--- src/host_port_pkg.sv ---
package host_port_pkg;

    localparam int ADDR_W      = 14;
    localparam int DATA_W      = 8;
    localparam int CTRL_W      = 16;
    localparam int STRAP_CPOL  = 7;
    localparam int STRAP_CPHA  = 6;
    localparam int STRAP_SWAP  = 5;
    localparam logic [3:0] CTRL_LAST = 4'hf;
    localparam logic [3:0] DATA_LAST = 4'h7;
    localparam logic [2:0] STRAP_RST = 3'h0;

    // pins that cross into the ref_clk domain together
    typedef struct packed {
        logic                cs_n;
        logic                rd_n;
        logic                wr_n;
        logic                dir_n;
        logic                ds_n;
        logic                style;
        logic                ser_sel;
        logic                sclk;
        logic                mosi;
        logic [ADDR_W-1:0]   addr;
        logic [DATA_W-1:0]   data;
    } pins_t;

    // synchroniser reset levels: strobes and chip select idle high, no false edge
    localparam pins_t PINS_IDLE = '{cs_n: 1'b1, rd_n: 1'b1, wr_n: 1'b1, dir_n: 1'b1,
                                    ds_n: 1'b1, style: 1'b0, ser_sel: 1'b0, sclk: 1'b0,
                                    mosi: 1'b1, addr: '0, data: '0};

    // one request towards the register core
    typedef struct packed {
        logic                rd;
        logic                wr;
        logic [ADDR_W-1:0]   addr;
        logic [DATA_W-1:0]   wdata;
    } core_req_t;

    typedef enum logic {
        SER_CTRL,
        SER_DATA
    } ser_state_t;

endpackage

--- src/sync_two.sv ---
`timescale 1ns/100ps
`default_nettype none
module sync_two #(
    parameter int           W    = 1,
    parameter logic [W-1:0] INIT = '0
) (
    input  wire logic         ref_clk,
    input  wire logic         reset_n,
    input  wire logic [W-1:0] async_in,
    output logic      [W-1:0] sync_out
);
    logic [W-1:0] meta_q;

    // two flops, the first read only by the second; reset to the pin idle level
    always_ff @(posedge ref_clk or negedge reset_n) begin
        if (!reset_n) begin
            meta_q   <= INIT;
            sync_out <= INIT;
        end else begin
            meta_q   <= async_in;
            sync_out <= meta_q;
        end
    end
endmodule
`default_nettype wire

--- src/host_processor_port.sv ---
`timescale 1ns/100ps
`default_nettype none
module host_processor_port (
    input  wire logic                             ref_clk,
    input  wire logic                             reset_n,
    input  wire logic                             bus_style_select,
    input  wire logic                             serial_select,
    input  wire logic                             chip_select_n,
    input  wire logic                             read_strobe_n,
    input  wire logic                             write_strobe_n,
    input  wire logic                             direction_n,
    input  wire logic                             data_strobe_n,
    input  wire logic [host_port_pkg::ADDR_W-1:0] addr,
    input  wire logic [host_port_pkg::DATA_W-1:0] data_in,
    output logic      [host_port_pkg::DATA_W-1:0] data_out,
    output logic                                  data_oe,
    input  wire logic                             serial_clk,
    input  wire logic                             serial_mosi,
    output logic                                  serial_miso,
    output logic                                  serial_miso_oe,
    output logic                                  interrupt_n_out,
    output logic                                  interrupt_n_oe,
    input  wire logic                             irq_pending,
    output host_port_pkg::core_req_t              core_req,
    input  wire logic [host_port_pkg::DATA_W-1:0] core_rdata
);
    host_port_pkg::pins_t      pins_raw;
    host_port_pkg::pins_t      pins_s;
    host_port_pkg::core_req_t  req_d;
    host_port_pkg::ser_state_t ser_state_q;
    host_port_pkg::ser_state_t ser_state_d;

    logic [2:0]                         strap_q;
    logic                               par_rd_q;
    logic                               par_wr_q;
    logic [host_port_pkg::DATA_W-1:0]   par_wdata_q;
    logic [host_port_pkg::ADDR_W-1:0]   par_addr_q;
    logic                               sclk_prev_q;
    logic [3:0]                         cnt_q;
    logic [host_port_pkg::CTRL_W-1:0]   sh_q;
    logic                               rw_q;
    logic                               burst_q;
    logic [host_port_pkg::ADDR_W-1:0]   saddr_q;
    logic [host_port_pkg::ADDR_W-1:0]   saddr_d;
    logic [host_port_pkg::DATA_W-1:0]   tx_q;
    logic                               pend_q;
    logic                               pend2_q;
    logic                               drive_q;

    function automatic logic [host_port_pkg::DATA_W-1:0] rev8(
        input logic [host_port_pkg::DATA_W-1:0] v);
        for (int i = 0; i < host_port_pkg::DATA_W; i++) begin
            rev8[i] = v[host_port_pkg::DATA_W-1-i];
        end
    endfunction

    function automatic logic [host_port_pkg::ADDR_W-1:0] rev14(
        input logic [host_port_pkg::ADDR_W-1:0] v);
        for (int i = 0; i < host_port_pkg::ADDR_W; i++) begin
            rev14[i] = v[host_port_pkg::ADDR_W-1-i];
        end
    endfunction

    // every pin passes two flops before use
    assign pins_raw = '{cs_n: chip_select_n, rd_n: read_strobe_n, wr_n: write_strobe_n,
                        dir_n: direction_n, ds_n: data_strobe_n, style: bus_style_select,
                        ser_sel: serial_select, sclk: serial_clk, mosi: serial_mosi,
                        addr: addr, data: data_in};

    sync_two #(.W($bits(host_port_pkg::pins_t)), .INIT(host_port_pkg::PINS_IDLE)) u_sync (
        .ref_clk  (ref_clk),
        .reset_n  (reset_n),
        .async_in (pins_raw),
        .sync_out (pins_s)
    );

    // parallel strobe decode, both styles
    wire cs_act     = !pins_s.cs_n && !pins_s.ser_sel;
    wire rd_style0  = !pins_s.rd_n;
    wire wr_style0  = !pins_s.wr_n;
    wire rd_style1  = !pins_s.ds_n && pins_s.dir_n;
    wire wr_style1  = !pins_s.ds_n && !pins_s.dir_n;
    wire par_rd_act = cs_act && (pins_s.style ? rd_style1 : rd_style0);
    wire par_wr_act = cs_act && (pins_s.style ? wr_style1 : wr_style0);
    wire par_rd_go  = par_rd_act && !par_rd_q;
    wire par_wr_end = !par_wr_act && par_wr_q;

    // straps: cpol, cpha, swap from data pins
    wire cpol = strap_q[2];
    wire cpha = strap_q[1];
    wire swap = strap_q[0];

    // serial clock edges relative to the idle level
    wire ser_on   = pins_s.ser_sel && !pins_s.cs_n;
    wire leading  = ser_on && (pins_s.sclk != cpol) && (sclk_prev_q == cpol);
    wire trailing = ser_on && (pins_s.sclk == cpol) && (sclk_prev_q != cpol);
    wire samp_ev  = cpha ? trailing : leading;
    wire launch_ev = cpha ? leading : trailing;

    // received words and decoded fields
    wire [host_port_pkg::CTRL_W-1:0] ctrl_w = {sh_q[host_port_pkg::CTRL_W-2:0], pins_s.mosi};
    wire [host_port_pkg::DATA_W-1:0] byte_w = {sh_q[host_port_pkg::DATA_W-2:0], pins_s.mosi};
    wire [host_port_pkg::ADDR_W-1:0] ctrl_a = ctrl_w[host_port_pkg::CTRL_W-2:1];
    wire [host_port_pkg::ADDR_W-1:0] ctrl_addr = swap ? rev14(ctrl_a) : ctrl_a;
    wire [host_port_pkg::DATA_W-1:0] rx_data = swap ? rev8(byte_w) : byte_w;
    wire ctrl_done = samp_ev && ser_state_q == host_port_pkg::SER_CTRL
                     && cnt_q == host_port_pkg::CTRL_LAST;
    wire data_done = samp_ev && ser_state_q == host_port_pkg::SER_DATA
                     && cnt_q == host_port_pkg::DATA_LAST;
    wire ctrl_rw   = ctrl_w[host_port_pkg::CTRL_W-1];
    wire ctrl_bst  = ctrl_w[0];
    wire ser_rd_go = (ctrl_done && ctrl_rw) || (data_done && rw_q && burst_q);
    wire ser_wr_go = data_done && !rw_q;
    wire [host_port_pkg::ADDR_W-1:0] saddr_inc = saddr_q + 14'h0001;

    // next serial address: from control, or stepped in a burst
    assign saddr_d = ctrl_done ? ctrl_addr
                   : (data_done && burst_q) ? saddr_inc : saddr_q;

    // next serial state
    always_comb begin
        ser_state_d = ser_state_q;
        unique case (ser_state_q)
            host_port_pkg::SER_CTRL: begin
                if (ctrl_done) begin
                    ser_state_d = host_port_pkg::SER_DATA;
                end
            end
            host_port_pkg::SER_DATA: begin
                if (data_done && !burst_q) begin
                    ser_state_d = host_port_pkg::SER_CTRL;
                end
            end
        endcase
    end

    // request towards the core, parallel or serial
    assign req_d.rd    = par_rd_go || ser_rd_go;
    assign req_d.wr    = par_wr_end || ser_wr_go;
    assign req_d.addr  = pins_s.ser_sel ? (ser_wr_go ? saddr_q : saddr_d)
                                        : (par_wr_end ? par_addr_q : pins_s.addr);
    assign req_d.wdata = pins_s.ser_sel ? rx_data : par_wdata_q;

    // strap capture while the serial port is idle
    always_ff @(posedge ref_clk or negedge reset_n) begin
        if (!reset_n) begin
            strap_q <= host_port_pkg::STRAP_RST;
        end else if (pins_s.ser_sel && pins_s.cs_n) begin
            strap_q <= {pins_s.data[host_port_pkg::STRAP_CPOL],
                        pins_s.data[host_port_pkg::STRAP_CPHA],
                        pins_s.data[host_port_pkg::STRAP_SWAP]};
        end
    end

    // parallel port: strobe history, held address and write data
    always_ff @(posedge ref_clk or negedge reset_n) begin
        if (!reset_n) begin
            par_rd_q    <= 1'b0;
            par_wr_q    <= 1'b0;
            par_wdata_q <= '0;
            par_addr_q  <= '0;
        end else begin
            par_rd_q <= par_rd_act;
            par_wr_q <= par_wr_act;
            if (par_wr_act) begin
                par_wdata_q <= pins_s.data;
                par_addr_q  <= pins_s.addr;
            end
        end
    end

    // parallel read data drive and core request
    always_ff @(posedge ref_clk or negedge reset_n) begin
        if (!reset_n) begin
            data_out <= '0;
            data_oe  <= 1'b0;
            core_req <= '0;
        end else begin
            data_out <= core_rdata;
            data_oe  <= par_rd_act;
            core_req <= req_d;
        end
    end

    // serial receive: state, bit count, shift, control fields
    always_ff @(posedge ref_clk or negedge reset_n) begin
        if (!reset_n) begin
            sclk_prev_q <= 1'b0;
            ser_state_q <= host_port_pkg::SER_CTRL;
            cnt_q       <= 4'h0;
            sh_q        <= '0;
            rw_q        <= 1'b0;
            burst_q     <= 1'b0;
            saddr_q     <= '0;
        end else begin
            sclk_prev_q <= pins_s.sclk;
            if (pins_s.cs_n) begin
                ser_state_q <= host_port_pkg::SER_CTRL;
                cnt_q       <= 4'h0;
                burst_q     <= 1'b0;
            end else if (samp_ev) begin
                ser_state_q <= ser_state_d;
                sh_q        <= ctrl_w;
                saddr_q     <= saddr_d;
                cnt_q       <= (ctrl_done || data_done) ? 4'h0 : cnt_q + 4'h1;
                if (ctrl_done) begin
                    rw_q    <= ctrl_rw;
                    burst_q <= ctrl_bst;
                end
            end
        end
    end

    // serial transmit: load read data, shift out on launch edges
    always_ff @(posedge ref_clk or negedge reset_n) begin
        if (!reset_n) begin
            pend_q         <= 1'b0;
            pend2_q        <= 1'b0;
            tx_q           <= '0;
            serial_miso    <= 1'b1;
            serial_miso_oe <= 1'b0;
        end else begin
            pend_q  <= ser_rd_go;
            pend2_q <= pend_q;
            if (pend2_q) begin
                tx_q <= swap ? rev8(core_rdata) : core_rdata;
            end else if (launch_ev && ser_state_q == host_port_pkg::SER_DATA) begin
                serial_miso <= tx_q[host_port_pkg::DATA_W-1];
                tx_q        <= {tx_q[host_port_pkg::DATA_W-2:0], 1'b0};
            end
            serial_miso_oe <= ser_on && rw_q
                              && ser_state_q == host_port_pkg::SER_DATA;
        end
    end

    // open-drain interrupt: low level, enabled while pending
    always_ff @(posedge ref_clk or negedge reset_n) begin
        if (!reset_n) begin
            drive_q        <= 1'b0;
            interrupt_n_oe <= 1'b0;
        end else begin
            drive_q        <= 1'b0;
            interrupt_n_oe <= irq_pending;
        end
    end
    assign interrupt_n_out = drive_q;
endmodule
`default_nettype wire

--- config.mk ---
export PLATFORM = sky130hd
export DESIGN_NAME = host_processor_port
export DESIGN_NICKNAME = d
export VERILOG_FILES = /design/src/host_port_pkg.sv /design/src/sync_two.sv /design/src/host_processor_port.sv
export SDC_FILE = /design/constraint.sdc
export NUM_CORES = 1
export LEC_CHECK = 0
export BUFFER_PORTS_ARGS = -buffer_cell sky130_fd_sc_hd__buf_2
export CAP_MARGIN = 20
export CORE_ASPECT_RATIO = 1.4
export CORE_UTILIZATION = 52
export DETAILED_ROUTE_END_ITERATION = 10
export HOLD_SLACK_MARGIN = 0.15
export PLACE_DENSITY = 0.75
export SYNTH_ARGS = -nofsm -noshare
export SYNTH_HDL_FRONTEND = slang
export SYNTH_SLANG_ARGS = --single-unit
--- constraint.sdc ---
create_clock -name ref_clk -period 1.93 [get_ports ref_clk]
set_input_delay 0.2895 -clock ref_clk [delete_from_list [all_inputs] [get_ports ref_clk]]
set_output_delay 0.2895 -clock ref_clk [all_outputs]
set_load 0.05 [all_outputs]
==> flow_summary.html <==
<table>
<tr><th>Metric</th><th>Value</th></tr>
<tr><th colspan="2">Power and ir drop</th></tr>
<tr><td>Leakage power figure</td><td>approximately 0.0041 uW</td></tr>
<tr><td>Clk network pwr share</td><td>39.3%</td></tr>
<tr><td>Maximum vdd ir drop</td><td>a little over 0.0007 V</td></tr>
<tr><td>Design internal power</td><td>approximately 6300 uW</td></tr>
<tr><td>Switching Share</td><td>a little over a quarter</td></tr>
<tr><td>Sequential share of power</td><td>47.2%</td></tr>
<tr><td>Net Switching</td><td>2380 uW</td></tr>
<tr><td>Ratio of total power to cell area</td><td>approximately 980 nW/um^2</td></tr>
<tr><td>Portion of total power attributed to combinational logic</td><td>a little over an eighth</td></tr>
<tr><th colspan="2">Logic synthesis</th></tr>
<tr><td>Share of the yosys chip area belonging to registers</td><td>63.1%</td></tr>
<tr><td>Number of synthesized flops with an enable pin</td><td>0</td></tr>
<tr><td>Count of warnings emitted by yosys</td><td>0</td></tr>
<tr><td>Synth area leader</td><td>sky130_fd_sc_hd__dfrtp_1</td></tr>
<tr><td>Syn nets</td><td>around 630</td></tr>
<tr><td>Post-synthesis async set-or-reset flop share</td><td>100%</td></tr>
<tr><td>Main area contributors after synthesis</td><td>sky130_fd_sc_hd__dfrtp_1, sky130_fd_sc_hd__nand2_1, sky130_fd_sc_hd__dfstp_2</td></tr>
<tr><td>Flip-flop and latch count after synthesis</td><td>between 150 and 200</td></tr>
<tr><td>Post-synthesis instance area</td><td>about 7000 sq um</td></tr>
<tr><td>Dominant synthesized flop cell</td><td>sky130_fd_sc_hd__dfrtp_1</td></tr>
<tr><td>Synth cell types</td><td>62</td></tr>
<tr><td>Count of mapped cells out of synthesis</td><td>between 500 and 600</td></tr>
<tr><td>Synthesized area per cell</td><td>~12 sq um</td></tr>
<tr><td>Area share of the largest cell type after synthesis</td><td>between 50% and 60%</td></tr>
<tr><th colspan="2">Placed design</th></tr>
<tr><td>Post-place setup slack</td><td>-74.4 ps</td></tr>
<tr><td>Input/output buffers</td><td>77</td></tr>
<tr><td>Final weighted congestion of routability-driven global placement</td><td>0.896</td></tr>
<tr><td>Half-perimeter wire length after placement</td><td>~11000 um</td></tr>
<tr><td>Area after DPL</td><td>around 7700 sq um</td></tr>
<tr><td>Cell Count Post-Placement</td><td>approximately 830</td></tr>
<tr><th colspan="2">Routing</th></tr>
<tr><td>Post-detailed-route via-to-cell ratio</td><td>around 5.6</td></tr>
<tr><td>DR pass1 iterations</td><td>5</td></tr>
<tr><td>Total number of vias</td><td>~5100</td></tr>
<tr><td>Average wire per standard cell</td><td>roughly 17 um</td></tr>
<tr><td>Final antenna-violating net count</td><td>0</td></tr>
<tr><td>Final routed wirelength across all metal layers</td><td>15900 um</td></tr>
<tr><td>Number of DRC violations after detailed-routing iteration 0</td><td>between 400 and 500</td></tr>
<tr><td>Remaining DRCs</td><td>0</td></tr>
<tr><th colspan="2">Worst setup path</th></tr>
<tr><td>Buffers &amp; Inverters on Critical Path</td><td>1</td></tr>
<tr><td>Largest stage delay on the critical path</td><td>roughly 440 ps</td></tr>
<tr><td>Crit-path cells</td><td>ha_4 &gt; buf_6 &gt; nand4b_4 &gt; or3_4 &gt; o32a_1 &gt; o21a_1 &gt; a21oi_2</td></tr>
<tr><td>Type of the worst setup path</td><td>reg -&gt; reg</td></tr>
<tr><td>CP max stage cell</td><td>sky130_fd_sc_hd__or3_4</td></tr>
<tr><td>Worst Path Arrival</td><td>2270 ps</td></tr>
<tr><td>Required arrival time at the worst endpoint</td><td>approximately 2300 ps</td></tr>
<tr><td>Kind of start point of the critical path</td><td>register</td></tr>
<tr><td>Critical Path Sink Type</td><td>register</td></tr>
<tr><td>Top Family by Delay on Critical Path</td><td>compound AO/OA/AOI/OAI gates</td></tr>
<tr><td>Highest net fanout along the worst path</td><td>7</td></tr>
<tr><th colspan="2">STA</th></tr>
<tr><td>Fin crit share</td><td>99.6%</td></tr>
<tr><td>Setup TNS</td><td>0 ps</td></tr>
<tr><td>Final hold slack</td><td>about 350 ps</td></tr>
<tr><td>Setup repair after global routing missed its margin</td><td>yes</td></tr>
<tr><td>Final critical path time including I/O delays and setup</td><td>1920 ps</td></tr>
<tr><td>Worst-case setup margin in the final layout</td><td>around 8.0 ps</td></tr>
<tr><td>Hold Fails Final Rpt</td><td>0</td></tr>
<tr><td>Maximum clock frequency</td><td>~520 MHz</td></tr>
<tr><td>Final Setup Violations</td><td>0</td></tr>
<tr><td>Layout Skew</td><td>~9.3 ps</td></tr>
<tr><td>Fin. max-slew vios</td><td>0</td></tr>
<tr><th colspan="2">Clock network</th></tr>
<tr><td>Clk buf depth</td><td>2</td></tr>
<tr><td>Number of clock sinks</td><td>around 170</td></tr>
<tr><td>Number of buffers inserted during clock tree synthesis</td><td>17</td></tr>
<tr><td>Clock H-tree levels</td><td>4</td></tr>
<tr><td>Clock slew at reported path FFs</td><td>70 ps</td></tr>
<tr><td>Latest clock arrival within the worst-skew pair</td><td>approximately 420 ps</td></tr>
<tr><td>CTS tree</td><td>built</td></tr>
<tr><td>Clock tree root driver cell</td><td>sky130_fd_sc_hd__clkbuf_16</td></tr>
<tr><th colspan="2">Floorplan</th></tr>
<tr><td>Number of primary I/O pins</td><td>a little under 80</td></tr>
<tr><td>Row count</td><td>49</td></tr>
<tr><td>Floorplan core area</td><td>12800 sq um</td></tr>
<tr><td>Area of the die</td><td>around 14000 sq um</td></tr>
<tr><td>Initial Utilization</td><td>a little over half</td></tr>
<tr><td>Y dimension of the die</td><td>around 140 um</td></tr>
<tr><td>Die width</td><td>98.7 um</td></tr>
<tr><th colspan="2">Finish</th></tr>
<tr><td>Final std cells w/o fill</td><td>909</td></tr>
<tr><td>Area of all placed cells without fillers</td><td>between 8000 and 9000 sq um</td></tr>
<tr><td>Number of diodes added for antenna fixing</td><td>0</td></tr>
<tr><td>Final-stage net count</td><td>787</td></tr>
<tr><td>Share of final-layout standard cells stronger than drive strength 1</td><td>29.5%</td></tr>
<tr><td>Area growth syn-to-layout</td><td>29.5%</td></tr>
<tr><th colspan="2">Run status</th></tr>
<tr><td>Outcome</td><td>completed</td></tr>
<tr><th colspan="2">Min path</th></tr>
<tr><td>Hold Path Class</td><td>in -&gt; async</td></tr>
<tr><th colspan="2">Global routing</th></tr>
<tr><td>Number of global-route vias before repair</td><td>around 5000</td></tr>
<tr><td>Grt total ovfl</td><td>0</td></tr>
<tr><td>Wire length of the first global-routing pass</td><td>approximately 26000 um</td></tr>
<tr><td>Overall global routing resource usage</td><td>about 25%</td></tr>
<tr><td>Number of antenna violations at the first check in global routing</td><td>0</td></tr>
<tr><td>Maximum number of pins on one net before global-route repair</td><td>45</td></tr>
<tr><th colspan="2">Run</th></tr>
<tr><td>Max capacitance violation total</td><td>0</td></tr>
</table>
repair_timing:
action	in CTS	in global routing
pin swaps	3	5
hold buffers	41	0
gates resized for setup	5	19
endpoints found under the setup margin	8	21
buffers inserted	0	4
endpoints found under the hold margin	80	0
gates cloned	0	1
cell type report:
| cell class | count | area [sq um] |
|---|---|---|
| Tap cell | 153 | 191 |
| Inverter | 9 | 33.8 |
| Clock inverter | 14 | 160 |
| Timing Repair Buffer | 172 | 1280 |
| Sequential cell | 171 | 4300 |
| Clock buffer | 18 | 429 |
| Fill cell | 931 | 4000 |
| Multi-Input combinational cell | 372 | 2420 |
through the flow:
stage                     power, uW  util [%]
after detailed placement       5200      59.9
after global placement         5160      59.9
after global routing           8970      68.8
after floorplan                4770         -
final                          8650      68.8
after CTS                      8670      67.9
state kept, by name, indices dropped and copies added, names as in the netlist, 3 cells and up:
register and count:
sh_q 15, tx_q 8, saddr_q 14, strap_q 3, par_wdata_q 8, data_out 8, core_req 24, u_sync.sync_out 31
par_addr_q 14, u_sync.meta_q 31, cnt_q 4
power by group through the flow:
stage | clock, uW | combinational, uW | sequential (uW)
global route | 3590 | 1270 | 4120
finish | 3400 | 1170 | 4080
CTS | 3450 | 1140 | 4080
global placement | 0 | 1040 | 4120
floorplan | 0 | 455 | 4320
detailed placement | 0 | 1070 | 4130
cell usage after synthesis, drive strengths merged (3+ instances only):
library cell	instances
nand4	4
a31o	3
inv	9
nand2b	3
or3	4
a21oi	36
o221ai	5
buf	22
nor2	31
o21ai	19
nor2b	18
mux2i	31
a31oi	13
nand3	8
clkbuf	11
nor3	6
nand2	105
dfrtp	158
o21a	4
dfstp	13
o22a	6
a211oi	15
mux2	18
cell families (layout without fill, tap and decap cells):
family	after synthesis	in the layout	synth area share (%)
flops	171	171	63.1
simple gates	195	195	13.7
other cells	1	1	0.0551
mux	49	49	7.59
fa+ha+maj	2	2	0.368
xor+xnor	1	1	0.239
buf+inv	42	213	2.78
compound gates	124	124	12.1
cells in the final DEF, fill, tap and decap left out, drive strengths merged, types with 5 or more instances in the layout:
cell type | Yosys | final
o21ai | 19 | 19
nor2b | 18 | 18
o22a | 6 | 6
dfrtp | 158 | 158
clkinv | 0 | 5
buf | 22 | 130
dfstp | 13 | 13
nand3 | 8 | 8
nor3 | 6 | 6
a211oi | 15 | 15
clkbuf | 11 | 18
a21oi | 36 | 36
a31oi | 13 | 13
nand2 | 105 | 105
mux2 | 18 | 18
mux2i | 31 | 31
o221ai | 5 | 5
dlygate4sd3 | 0 | 41
nor2 | 31 | 31
inv | 9 | 14
metal layers:
layer	share of wire, %	global-route usage (%)
met5	0	0
met4	4.1	14.5
met3	3.3	4.21
met2	52	43.7
met1	40	29.8
path summary, 6_finish.rpt:
| path | slack (ps) | depth (start not counted) | startpoint | endpoint |
|---|---|---|---|---|
| min | 350 | 2 | reset_n | u_sync.meta_q[2] |
| min in group ref_clk | 350 | 0 | u_sync.meta_q[21] | u_sync.sync_out[21] |
| max | 8 | 7 | cnt_q[0] | core_req[17] |
| min reg2reg | 350 | 0 | u_sync.meta_q[21] | u_sync.sync_out[21] |
| max reg2reg | 8 | 7 | cnt_q[0] | core_req[17] |
| max in group asynchronous | 920 | 3 | reset_n | u_sync.sync_out[30] |
No activity file was read; power rests on OpenSTA's default activity.
